==> src/tsr_pkg.sv <==
// Constants for the temperature result and limit register block.
// Assumes an 8-bit register port, 11-bit signed remote codes and 8-bit unsigned local codes.
package tsr_pkg;
   localparam logic [7:0] ADDR_LOCAL_TEMP = 8'h00;
   localparam logic [7:0] ADDR_REMOTE_HI = 8'h01;
   localparam logic [7:0] ADDR_LOCAL_HIGH = 8'h05;
   localparam logic [7:0] ADDR_RHIGH_HI = 8'h07;
   localparam logic [7:0] ADDR_RLOW_HI = 8'h08;
   localparam logic [7:0] ADDR_REMOTE_LO = 8'h10;
   localparam logic [7:0] ADDR_ROFF_HI = 8'h11;
   localparam logic [7:0] ADDR_ROFF_LO = 8'h12;
   localparam logic [7:0] ADDR_RHIGH_LO = 8'h13;
   localparam logic [7:0] ADDR_RLOW_LO = 8'h14;
   localparam logic [7:0] ADDR_CRIT = 8'h19;
   localparam logic [7:0] ADDR_CRIT_HYST = 8'h21;
   localparam logic [7:0] ADDR_FILT_MODE = 8'hbf;
   localparam int TEMP_W = 11;
   localparam int FRAC_W = 3;
   localparam int FRAC_LSB = 5;
   localparam int FILT_LSB = 1;
   localparam int COMP_BIT = 0;
   localparam logic [7:0] RST_LOCAL_HIGH = 8'h46;
   localparam logic [10:0] RST_RHIGH = 11'h230;
   localparam logic [10:0] RST_RLOW = 11'h000;
   localparam logic [10:0] RST_ROFF = 11'h000;
   localparam logic [7:0] RST_CRIT = 8'h55;
   localparam logic [7:0] RST_CRIT_HYST = 8'h0a;
   localparam logic [2:0] RST_FILT_MODE = 3'h0;
   localparam logic [1:0] FILT_OFF = 2'h0;
   localparam logic [1:0] FILT_MAX = 2'h3;
endpackage

==> src/tsr_filter.sv <==
// Smoothing filter for the raw remote converter code.
// Assumes one raw sample pulse at a time, synchronous to clk_i.
`timescale 1ns/1ps
`default_nettype none
module tsr_filter #(
   parameter int W = 11
) (
   input wire logic clk_i,
   input wire logic sys_rst_i,
   input wire logic [1:0] level_i,
   input wire logic sample_i,
   input wire logic [W-1:0] raw_i,
   output logic valid_o,
   output logic [W-1:0] out_o
);
   typedef struct packed {
      logic valid;
      logic [W-1:0] y;
   } tsr_filt_t;
   tsr_filt_t st_reg, st_next;
   logic signed [W:0] diff;

   always_comb begin
      st_next = st_reg;
      st_next.valid = 1'b0;
      diff = $signed({raw_i[W-1], raw_i}) - $signed({st_reg.y[W-1], st_reg.y});
      if (sample_i) begin
         st_next.valid = 1'b1;
         case (level_i)
            tsr_pkg::FILT_OFF: st_next.y = raw_i;
            tsr_pkg::FILT_MAX: st_next.y = st_reg.y + W'(diff >>> 2);
            default: st_next.y = st_reg.y + W'(diff >>> 1);
         endcase
      end
   end

   always_ff @(posedge clk_i or posedge sys_rst_i) begin
      if (sys_rst_i) begin
         st_reg <= '0;
      end else begin
         st_reg <= st_next;
      end
   end

   assign valid_o = st_reg.valid;
   assign out_o = st_reg.y;
endmodule
`default_nettype wire

==> src/tsr_window_cmp.sv <==
// Signed window comparison of a reading against high and low limits.
// Purely combinational; the caller registers what it keeps.
`timescale 1ns/1ps
`default_nettype none
module tsr_window_cmp #(
   parameter int W = 11
) (
   input wire logic [W-1:0] value_i,
   input wire logic [W-1:0] high_i,
   input wire logic [W-1:0] low_i,
   output logic above_o,
   output logic below_o
);
   assign above_o = $signed(value_i) > $signed(high_i);
   assign below_o = $signed(value_i) < $signed(low_i);
endmodule
`default_nettype wire

==> src/tsr_regs.sv <==
// Temperature result, offset and limit registers with alert logic.
// Assumes converter samples and register accesses are synchronous to clk_i.
`timescale 1ns/1ps
`default_nettype none
module tsr_regs (
   input wire logic clk_i,
   input wire logic sys_rst_i,
   input wire logic local_valid_i,
   input wire logic [7:0] local_code_i,
   input wire logic remote_valid_i,
   input wire logic [10:0] remote_code_i,
   input wire logic reg_wr_i,
   input wire logic reg_rd_i,
   input wire logic [7:0] reg_addr_i,
   input wire logic [7:0] reg_wdata_i,
   input wire logic alert_response_query_i,
   output logic [7:0] reg_rdata_o,
   output logic alert_o,
   output logic crit_o,
   output logic [3:0] alarm_o
);
   localparam int W = tsr_pkg::TEMP_W;
   localparam int F = tsr_pkg::FRAC_W;

   typedef struct packed {
      logic [7:0] local_temp;
      logic [W-1:0] remote;
      logic [F-1:0] frac_hold;
      logic [7:0] local_high;
      logic [W-1:0] rhigh;
      logic [W-1:0] rlow;
      logic [W-1:0] roff;
      logic [7:0] crit;
      logic [7:0] hyst;
      logic [2:0] mode;
      logic crit_act;
      logic alert_hold;
      logic [7:0] rdata;
   } tsr_state_t;

   tsr_state_t st_reg, st_next;
   logic filt_valid;
   logic [W-1:0] filt_out;
   logic rem_above, rem_below;
   logic local_above, crit_above, crit_below, any_cond;
   logic signed [W+1:0] sum;
   logic [W-1:0] sum_sat;
   logic signed [W+1:0] crit_on_lvl, crit_off_lvl;

   tsr_filter #(.W(W)) u_filter (
      .clk_i(clk_i),
      .sys_rst_i(sys_rst_i),
      .level_i(st_reg.mode[tsr_pkg::FILT_LSB +: 2]),
      .sample_i(remote_valid_i),
      .raw_i(remote_code_i),
      .valid_o(filt_valid),
      .out_o(filt_out)
   );

   tsr_window_cmp #(.W(W)) u_cmp (
      .value_i(st_reg.remote),
      .high_i(st_reg.rhigh),
      .low_i(st_reg.rlow),
      .above_o(rem_above),
      .below_o(rem_below)
   );

   // Replace the bits 7:5 of a limit or offset low byte
   function automatic logic [W-1:0] set_frac(input logic [W-1:0] v,
                                             input logic [7:0] d);
      set_frac = {v[W-1:F], d[7 -: F]};
   endfunction

   // Replace the integer byte of an 11-bit value
   function automatic logic [W-1:0] set_int(input logic [W-1:0] v,
                                            input logic [7:0] d);
      set_int = {d, v[F-1:0]};
   endfunction

   // Offset is added, then clamped so a large offset cannot wrap sign
   always_comb begin
      sum = $signed({{2{filt_out[W-1]}}, filt_out})
          + $signed({{2{st_reg.roff[W-1]}}, st_reg.roff});
      if (sum > $signed({3'b000, {(W-1){1'b1}}})) begin
         sum_sat = {1'b0, {(W-1){1'b1}}};
      end else if (sum < $signed({3'b111, {(W-1){1'b0}}})) begin
         sum_sat = {1'b1, {(W-1){1'b0}}};
      end else begin
         sum_sat = sum[W-1:0];
      end
   end

   // Critical thresholds in eighths of a degree
   always_comb begin
      crit_on_lvl = $signed({{(W-9){st_reg.crit[7]}}, st_reg.crit, 3'b000});
      crit_off_lvl = crit_on_lvl
                   - $signed({{(W-9){1'b0}}, st_reg.hyst, 3'b000});
   end

   assign crit_above = $signed({{2{st_reg.remote[W-1]}}, st_reg.remote})
                     > crit_on_lvl;
   assign crit_below = $signed({{2{st_reg.remote[W-1]}}, st_reg.remote})
                     < crit_off_lvl;
   assign local_above = st_reg.local_temp > st_reg.local_high;
   assign any_cond = local_above | rem_above | rem_below | st_reg.crit_act;

   always_comb begin
      st_next = st_reg;
      if (local_valid_i) begin
         st_next.local_temp = local_code_i;
      end
      // Stored code keeps the eighth-degree scale the converter delivers
      if (filt_valid) begin
         st_next.remote = sum_sat;
      end
      if (crit_above) begin
         st_next.crit_act = 1'b1;
      end else if (crit_below) begin
         st_next.crit_act = 1'b0;
      end
      // Query clears the latch, but a live condition sets it again
      if (alert_response_query_i) begin
         st_next.alert_hold = 1'b0;
      end
      if (any_cond) begin
         st_next.alert_hold = 1'b1;
      end
      if (reg_wr_i) begin
         case (reg_addr_i)
            tsr_pkg::ADDR_LOCAL_HIGH: st_next.local_high = reg_wdata_i;
            tsr_pkg::ADDR_RHIGH_HI:
               st_next.rhigh = set_int(st_reg.rhigh, reg_wdata_i);
            tsr_pkg::ADDR_RHIGH_LO:
               st_next.rhigh = set_frac(st_reg.rhigh, reg_wdata_i);
            tsr_pkg::ADDR_RLOW_HI:
               st_next.rlow = set_int(st_reg.rlow, reg_wdata_i);
            tsr_pkg::ADDR_RLOW_LO:
               st_next.rlow = set_frac(st_reg.rlow, reg_wdata_i);
            tsr_pkg::ADDR_ROFF_HI:
               st_next.roff = set_int(st_reg.roff, reg_wdata_i);
            tsr_pkg::ADDR_ROFF_LO:
               st_next.roff = set_frac(st_reg.roff, reg_wdata_i);
            tsr_pkg::ADDR_CRIT: st_next.crit = reg_wdata_i;
            tsr_pkg::ADDR_CRIT_HYST: st_next.hyst = reg_wdata_i;
            // Upper bits are dropped, so a careless host cannot set them
            tsr_pkg::ADDR_FILT_MODE: st_next.mode = reg_wdata_i[2:0];
            default: begin
            end
         endcase
      end
      if (reg_rd_i) begin
         case (reg_addr_i)
            tsr_pkg::ADDR_LOCAL_TEMP: st_next.rdata = st_reg.local_temp;
            tsr_pkg::ADDR_REMOTE_HI: begin
               st_next.rdata = st_reg.remote[W-1:F];
               // Low byte is frozen so a pair comes from one conversion
               st_next.frac_hold = st_reg.remote[F-1:0];
            end
            tsr_pkg::ADDR_REMOTE_LO:
               st_next.rdata = {st_reg.frac_hold, 5'h00};
            tsr_pkg::ADDR_LOCAL_HIGH: st_next.rdata = st_reg.local_high;
            tsr_pkg::ADDR_RHIGH_HI: st_next.rdata = st_reg.rhigh[W-1:F];
            tsr_pkg::ADDR_RHIGH_LO:
               st_next.rdata = {st_reg.rhigh[F-1:0], 5'h00};
            tsr_pkg::ADDR_RLOW_HI: st_next.rdata = st_reg.rlow[W-1:F];
            tsr_pkg::ADDR_RLOW_LO:
               st_next.rdata = {st_reg.rlow[F-1:0], 5'h00};
            tsr_pkg::ADDR_ROFF_HI: st_next.rdata = st_reg.roff[W-1:F];
            tsr_pkg::ADDR_ROFF_LO:
               st_next.rdata = {st_reg.roff[F-1:0], 5'h00};
            tsr_pkg::ADDR_CRIT: st_next.rdata = st_reg.crit;
            tsr_pkg::ADDR_CRIT_HYST: st_next.rdata = st_reg.hyst;
            tsr_pkg::ADDR_FILT_MODE: st_next.rdata = {5'h00, st_reg.mode};
            default: st_next.rdata = 8'h00;
         endcase
      end
   end

   always_ff @(posedge clk_i or posedge sys_rst_i) begin
      if (sys_rst_i) begin
         st_reg <= '0;
         st_reg.local_high <= tsr_pkg::RST_LOCAL_HIGH;
         st_reg.rhigh <= tsr_pkg::RST_RHIGH;
         st_reg.rlow <= tsr_pkg::RST_RLOW;
         st_reg.roff <= tsr_pkg::RST_ROFF;
         st_reg.crit <= tsr_pkg::RST_CRIT;
         st_reg.hyst <= tsr_pkg::RST_CRIT_HYST;
         st_reg.mode <= tsr_pkg::RST_FILT_MODE;
      end else begin
         st_reg <= st_next;
      end
   end

   assign reg_rdata_o = st_reg.rdata;
   assign crit_o = st_reg.crit_act;
   assign alarm_o = {local_above, rem_above, rem_below, st_reg.crit_act};
   assign alert_o = st_reg.mode[tsr_pkg::COMP_BIT] ? any_cond
                  : st_reg.alert_hold;
endmodule
`default_nettype wire

==> config.mk <==
export PLATFORM = sky130hd
export DESIGN_NAME = tsr_regs
export DESIGN_NICKNAME = d
export VERILOG_FILES = /design/src/tsr_pkg.sv /design/src/tsr_filter.sv /design/src/tsr_window_cmp.sv /design/src/tsr_regs.sv
export SDC_FILE = /design/constraint.sdc
export NUM_CORES = 1
export LEC_CHECK = 0
export BUFFER_PORTS_ARGS = -buffer_cell sky130_fd_sc_hd__buf_2
export CAP_MARGIN = 25
export CORE_ASPECT_RATIO = 1.4
export CORE_MARGIN = 10
export CORE_UTILIZATION = 25
export DETAILED_ROUTE_END_ITERATION = 16
export GPL_ROUTABILITY_DRIVEN = 1
export HOLD_SLACK_MARGIN = 0.1
export PLACE_DENSITY_LB_ADDON = 0.1
export SETUP_SLACK_MARGIN = 0.02
export SLEW_MARGIN = 10
export SYNTH_ARGS = -nofsm -noshare
export SYNTH_HDL_FRONTEND = slang
export SYNTH_SLANG_ARGS = --single-unit
==> constraint.sdc <==
create_clock -name clk_i -period 12.15 [get_ports clk_i]
set_input_delay 0.6075 -clock clk_i [delete_from_list [all_inputs] [get_ports clk_i]]
set_output_delay 0.6075 -clock clk_i [all_outputs]
set_load 0.01 [all_outputs]
==> metrics.md, run 1 <==
| Metric | Value |
|---|---|
| Crit path largest cell delay | 420 ps |
| GRT Residual Overflow | 0 |
| Worst hold path class | input port to asynchronous set/reset pin |
| Post-Syn Area per Cell | 9.50 um2 |
| 1st-pass router iterations | 4 |
| Input/output buffers | 55 |
| Total CTS buffers | 9 |
| Most used DFF post-synth | dfrtp_1 |
| RD Place Congestion | 0.776 |
| Final net count | 1,020 |
| Final Skew | 9.99 ps |
| IR Drop Worst-Case VDD | 68.2 uV |
| Slowest cell on crit path | dfrtp_1 |
| Post-CTS Hold Buffers | 0 |
| Starting density of the core | 25.4% |
| Min setup slack post-route | 7920 ps |
| Mapped Nets | 981 |
| Register bit count reported by yosys | 104 |
| Worst-margin pin slew | 935 ps |
| Root buffer cell | clkbuf_16 |
| Total Routing Usage GR | 13.8% |
| Post-CTS sizing | 0 |
| Mux contribution to synthesized area | 11.9% |
| LEAKAGE | 0.00391 uW |
| Synth Area in Adders | 14.5% |
| CTS H-Tree Depth | 3 |
| Critical path launch point type | flip-flop |
| R2R Setup Slk | 7920 ps |
| Most frequent cells in the layout | dfrtp_1, ha_1, inv_1, mux2_2, a21oi_1 |
| Post-DP HPWL | 21,400 um |
| Reg-to-Reg Start | u_filter.out_o[2] |
| Pre-CTS WS | 7630 ps |
| Maximum fanout along the worst path | 4 |
| DRC | 0 |
| Mapped Cells | 848 |
| Status | finished, final reports clean |
| Sequential Area | 2620 um2 |
| Relative slew slack | 37.1% |
| Setup TNS | 0 ps |
| Tcrit/Tclk final | 34.8% |
| Fill cell total of the finished layout | 3,365 |
| Fin. max-slew vios | 0 |
| Share of cells above drive strength 1 | 20.3% |
| Crit end category | flip-flop |
| FF-to-FF End | u_filter.out_o[10] |
| DR vias/cell | 4.98 |
| Crit path required time | 12,400 ps |
| XOR/XNOR Fraction of Synth Area | 2.94% |
| First-pass GRT wire length | 40,700 um |
| Register area share after synthesis | 32.5% |
| Pin count of the biggest net entering global routing | 58 |
| Tmin final | 4230 ps |
| Core Area | 31,700 um2 |
| Initial drt markers | 252 |
| Wire length per cell | 20.8 um |
| Synth Area in Compound Gates | 18.9% |
| Area growth, synth to finish | 12.0% |
| Vias in the first global route | 6,806 |
| Vias | 6,415 |
| Distinct cells, synth | 74 |
| Max reg flops | 75 |
| Rows | 77 |
| Synthesized area | 8060 um2 |
| Commonest non-fill, non-tap cell in the layout | dfrtp_1 |
| Initial antenna violation count | 0 |
| Die H | 232 um |
| Insertion delay to the later sink of the worst-skew pair | 380 ps |
| Worst EP arrival | 4480 ps |
| Ys async rst share | 100% |
| Cell Chain, Critical Path | inv_1 -> ha_1 -> a21o_1 -> a31o_4 -> a41oi_4 -> or2b_1 -> a21oi_1 -> xor2_1 -> o21ai_0 -> ha_1 -> o21a_1 -> o21a_1 -> o22ai_1 -> o21ai_0 -> nor3_1 -> nor4_1 -> or3b_1 |
| CTS tree | done |
| Setup violations, final | 0 |
| Post-synth EDFFs | 0 |
| Clock Pin Slew Worst Setup and Hold Paths | 80 ps |
| Final Hold Viols | 0 |
| Total routed wirelength | 26,800 um |
| # clock sinks | 104 |
| Area occupied by multi-input gates | 4950 um2 |
| Synth Area in Simple Gates | 13.2% |
| Clock Tree Buf Depth | 2 |
| Warning count from the yosys run | 0 |
| Number of diodes | 0 |
| Worst Reg-to-Reg Cells | 17 |
| Fmax | 237 MHz |
| Critical path class | flip-flop to flip-flop |
| ANT nets after route | 0 |
| Die width | 172 um |
| Largest family of logic cells by synthesized area | compound AO/OA/AOI/OAI gates |
| Max Cap Viol | 0 |
| PD cells | 123 nW/um2 |
| I/O pin total | 56 |
| RSZ-0062 raised after global routing | no |
| Post-CTS Setup Inserts | 0 |
| Die ar. | 39,900 um2 |
## power breakdown
group	internal [uW]	total (uW)	switching, uW
sequential	372	411	38.3
clock	187	336	148
combinational	159	367	208
total	719	1110	395
## area by class of cell
class                           instances  share of cell area, %
Inverter                               85                   3.56
Clock inverter                          4                  0.860
Clock buffer                           12                   2.73
Sequential cell                       104                   29.0
Tap cell                              395                   5.48
Timing Repair Buffer                   60                   3.47
Multi-Input combinational cell        627                   54.9
## critical path, delay by kind of cell (launching register included)
kind                       cells  cell delay (ps)
AOI/OAI and AO/OA              9             1760
xor gates and xnor gates       1              210
adders and majority gates      2              690
buffers and inverters          1               80
DFF                            1              420
and+or+nand+nor                4              940
## synthesized netlist by cell type, drive strengths merged, types with 3 or more instances
master | instances | share of area [%]
o211ai | 6 | 0.56
mux2i | 14 | 1.7
or2 | 3 | 0.23
nand2 | 49 | 2.3
a2111oi | 6 | 1.1
a21o | 10 | 0.95
o21a | 10 | 0.93
nor4 | 10 | 1.0
nor4b | 4 | 0.51
o22ai | 10 | 0.78
nand4 | 10 | 0.78
nor2 | 43 | 2.0
dfrtp | 92 | 29
or3 | 3 | 0.23
a31oi | 8 | 0.62
a22oi | 10 | 0.93
a21oi | 56 | 3.5
a211oi | 8 | 0.81
nand3 | 14 | 0.93
mux2 | 73 | 10
a22o | 7 | 0.76
a222oi | 3 | 0.37
o31ai | 4 | 0.37
xnor2 | 14 | 1.5
fa | 4 | 0.99
o21ai | 56 | 3.5
a21boi | 3 | 0.28
buf | 19 | 1.5
o211a | 3 | 0.37
dfstp | 12 | 3.9
xor2 | 13 | 1.4
o2bb2ai | 4 | 0.43
inv | 85 | 4.0
nand2b | 17 | 1.3
o21bai | 4 | 0.37
o311ai | 3 | 0.33
ha | 87 | 14
nor3 | 16 | 1.3
nor2b | 16 | 1.2
nor3b | 3 | 0.28
clkbuf | 13 | 0.61
## cell families after synthesis
family / after synthesis
flops: 104
mux: 87
xor+xnor: 27
fa+ha+maj: 91
simple gates: 197
compound gates: 225
buf+inv: 117
## stage by stage
stage               hold WS (ps)  area [um2]  total power, uW  utilization, %  cells
finish                       330        9020             1110            28.5   1287
global route                 369        9020             1200            28.5   1287
detailed placement           470        8700              792            27.5   1271
floorplan                    449        8060              680               -    848
CTS                          351        9020             1140            28.5   1287
global placement             467        8700              793            27.5   1271
## layer usage
metal / global-route usage, % / up-vias / share of wire, %
met5: 0 / - / 0
met4: 5.20 / 0 / 2.5
met3: 2.22 / 24 / 2.4
met2: 26.1 / 84 / 55
met1: 14.7 / 3149 / 40
li1: - / 3158 / -
## how the worst max path moves through the flow
stage                      startpoint            endpoint  cells after the start
floorplan            remote_code_i[2]  u_filter.out_o[10]                     16
global placement     remote_code_i[2]  u_filter.out_o[10]                     17
detailed placement   remote_code_i[2]  u_filter.out_o[10]                     17
CTS                 u_filter.out_o[2]  u_filter.out_o[10]                     17
global route        u_filter.out_o[2]  u_filter.out_o[10]                     17
finish              u_filter.out_o[2]  u_filter.out_o[10]                     17
Power figures use the tool's default switching activity.
==> run 2: changes to the inputs <==
==> constraint.sdc (replaced) <==
create_clock -name clk_i -period 3.8 [get_ports clk_i]
set_input_delay 0.19 -clock clk_i [delete_from_list [all_inputs] [get_ports clk_i]]
set_output_delay 0.19 -clock clk_i [all_outputs]
set_load 0.01 [all_outputs]
==> run 2 against run 1 <==
Register-to-register slack got worse by 7700 ps. Count of clock-buffer cells in the layout decreased by 3. Fmax rose by 18%. Power increased to 3.2 times the previous value. Via count is 1.9% higher. Die area unchanged. Cell area rose by 3.4%. Clock power grew to 2.9 times the previous value. First-iteration DRC count is 8.7% higher.
==> metrics.md, run 2 (same netlist as run 1, synthesis figures left out) <==
| Metric | Value |
|---|---|
| Status | finished, final reports clean (unchanged) |
| Input/output buffers | 55 (unchanged) |
| Final net count | 1,057 (was 1,020) |
| Clock Tree Buf Depth | 2 (unchanged) |
| RSZ-0062 raised after global routing | no (unchanged) |
| Fmax | 280 MHz (was 237 MHz) |
| Crit end category | flip-flop (unchanged) |
| Wire length per cell | 20.8 um (about the same) |
| Most frequent cells in the layout | dfrtp_1, ha_1, inv_1, mux2_2, buf_2 (was dfrtp_1, ha_1, inv_1, mux2_2, a21oi_1) |
| Tmin final | 3570 ps (was 4230 ps) |
| Pre-CTS WS | -81.6 ps (was 7630 ps) |
| Vias in the first global route | 6,779 (was 6,806) |
| Total Routing Usage GR | 14.1% (was 13.8%) |
| Vias | 6,538 (was 6,415) |
| Worst-margin pin slew | 970 ps (was 935 ps) |
| CTS H-Tree Depth | 3 (unchanged) |
| Design Area, Final | 9340 um2 (was 9020 um2) |
| Crit path required time | 4050 ps (was 12,400 ps) |
| Max Cap Viol | 0 (unchanged) |
| Final Power | 3550 uW (was 1110 uW) |
| 1st-pass router iterations | 5 (was 4) |
| Tcrit/Tclk final | 93.9% (was 34.8%) |
| First-pass GRT wire length | 41,800 um (was 40,700 um) |
| Root buffer cell | clkbuf_16 (unchanged) |
| Clock Pin Slew Worst Setup and Hold Paths | 80 ps (about the same) |
| Pin count of the biggest net entering global routing | 59 (was 58) |
| Starting density of the core | 25.4% (unchanged) |
| Final Skew | 15.7 ps (was 9.99 ps) |
| Worst EP arrival | 3820 ps (was 4480 ps) |
| Total CTS buffers | 9 (unchanged) |
| DR vias/cell | 4.94 (was 4.98) |
| Area occupied by multi-input gates | 4990 um2 (was 4950 um2) |
| Setup violations, final | 0 (unchanged) |
| Placed Area | 8890 um2 (was 8700 um2) |
| Commonest non-fill, non-tap cell in the layout | dfrtp_1 (unchanged) |
| IR Drop Worst-Case VDD | 214 uV (was 68.2 uV) |
| Number of diodes | 0 (unchanged) |
| Area growth, synth to finish | 15.9% (was 12.0%) |
| Critical path launch point type | flip-flop (unchanged) |
| Setup TNS | 0 ps (unchanged) |
| I/O pin total | 56 (unchanged) |
| Total routed wirelength | 27,600 um (was 26,800 um) |
| Relative slew slack | 34.7% (was 37.1%) |
| Share of cells above drive strength 1 | 23.3% (was 20.3%) |
| Die ar. | 39,900 um2 (unchanged) |
| Die H | 232 um (unchanged) |
| Critical path class | flip-flop to flip-flop (unchanged) |
| Min setup slack post-route | 231 ps (was 7920 ps) |
| Maximum fanout along the worst path | 2 (was 4) |
| DRC | 0 (unchanged) |
| Rows | 77 (unchanged) |
| PD cells | 380 nW/um2 (was 123 nW/um2) |
| Insertion delay to the later sink of the worst-skew pair | 380 ps (about the same) |
| RD Place Congestion | 0.800 (was 0.776) |
| Fill cell total of the finished layout | 3,384 (was 3,365) |
| GRT Residual Overflow | 0 (unchanged) |
| Initial antenna violation count | 0 (unchanged) |
| ANT nets after route | 0 (unchanged) |
| Core Area | 31,700 um2 (unchanged) |
| Post-DP HPWL | 21,900 um (was 21,400 um) |
| Die width | 172 um (unchanged) |
| Worst hold path class | input port to flip-flop (was input port to asynchronous set/reset pin) |
| # clock sinks | 104 (unchanged) |
| Max reg flops | 75 (unchanged) |
| Sequential Area | 2620 um2 (unchanged) |
| LEAKAGE | 0.00408 uW (was 0.00391 uW) |
| CTS tree | done (unchanged) |
| Initial drt markers | 274 (was 252) |
| Final Hold Viols | 0 (unchanged) |
| Fin. max-slew vios | 0 (unchanged) |
==> run 2: what timing repair did <==
action	CTS	global route
hold buffers	12	0
resized for setup	6	4
buffers inserted	0	1
endpoints found under the setup margin	1	2
pin swaps	4	7
endpoints found under the hold margin	54	0
==> run 2: report_power, final <==
part | internal, uW | leakage (uW) | switching [uW] | total (uW)
registers | 1190 | 0.00132 | 114 | 1300
logic | 584 | 0.00262 | 702 | 1290
clock network | 453 | 0.000141 | 506 | 959
==> run 2: worst paths after layout <==
check | startpoint | end | slack, ps | cells past startpoint
worst max-delay path | u_filter.out_o[2] | u_filter.out_o[10] | 230 | 17
worst min-delay path | remote_code_i[5] | u_filter.out_o[5] | 130 | 3
worst max register to register | u_filter.out_o[2] | u_filter.out_o[10] | 230 | 17
worst min register to register | st_reg[70] | st_reg[70] | 490 | 2
max in group asynchronous | sys_rst_i | st_reg[16] | 2510 | 4
min in group asynchronous | sys_rst_i | reg_rdata_o[7] | 470 | 3
==> run 2: worst max-delay path: stages, from the launching register on <==
cell	delay, ps
dfrtp_1	390
inv_2	80
ha_4	200
a21o_1	170
a31o_4	230
a41oi_4	140
or2b_1	260
a21oi_2	130
xor2_1	190
o21ai_1	80
ha_1	290
o21a_1	180
o21a_1	170
o22ai_2	190
o21ai_2	100
o21a_1	120
o2111ai_1	150
or3b_1	360
==> run 2: cell type report <==
| cell class | instances | area share, % |
|---|---|---|
| Inverter | 85 | 3.44 |
| Timing Repair Buffer | 97 | 6.78 |
| Tap cell | 395 | 5.29 |
| Multi-Input combinational cell | 627 | 53.5 |
| Clock buffer | 9 | 2.41 |
| Sequential cell | 104 | 28.0 |
| Clock inverter | 7 | 0.576 |
==> run 2: routing by layer <==
layer / up-vias / GRT usage, % / routed length (um)
li1: 3236 / - / -
met1: 3209 / 16.0 / 11400
met2: 74 / 26.2 / 15000
met3: 19 / 1.47 / 488
met4: 0 / 5.53 / 695
met5: - / 0 / 0
==> run 2: through the flow <==
stage,std cells,utilization [%],hold WS [ps]
after floorplan,848,-,221
after global placement,1295,28.1,357
after detailed placement,1295,28.1,355
after CTS,1323,29.4,111
after global routing,1324,29.5,140
final,1324,29.5,129
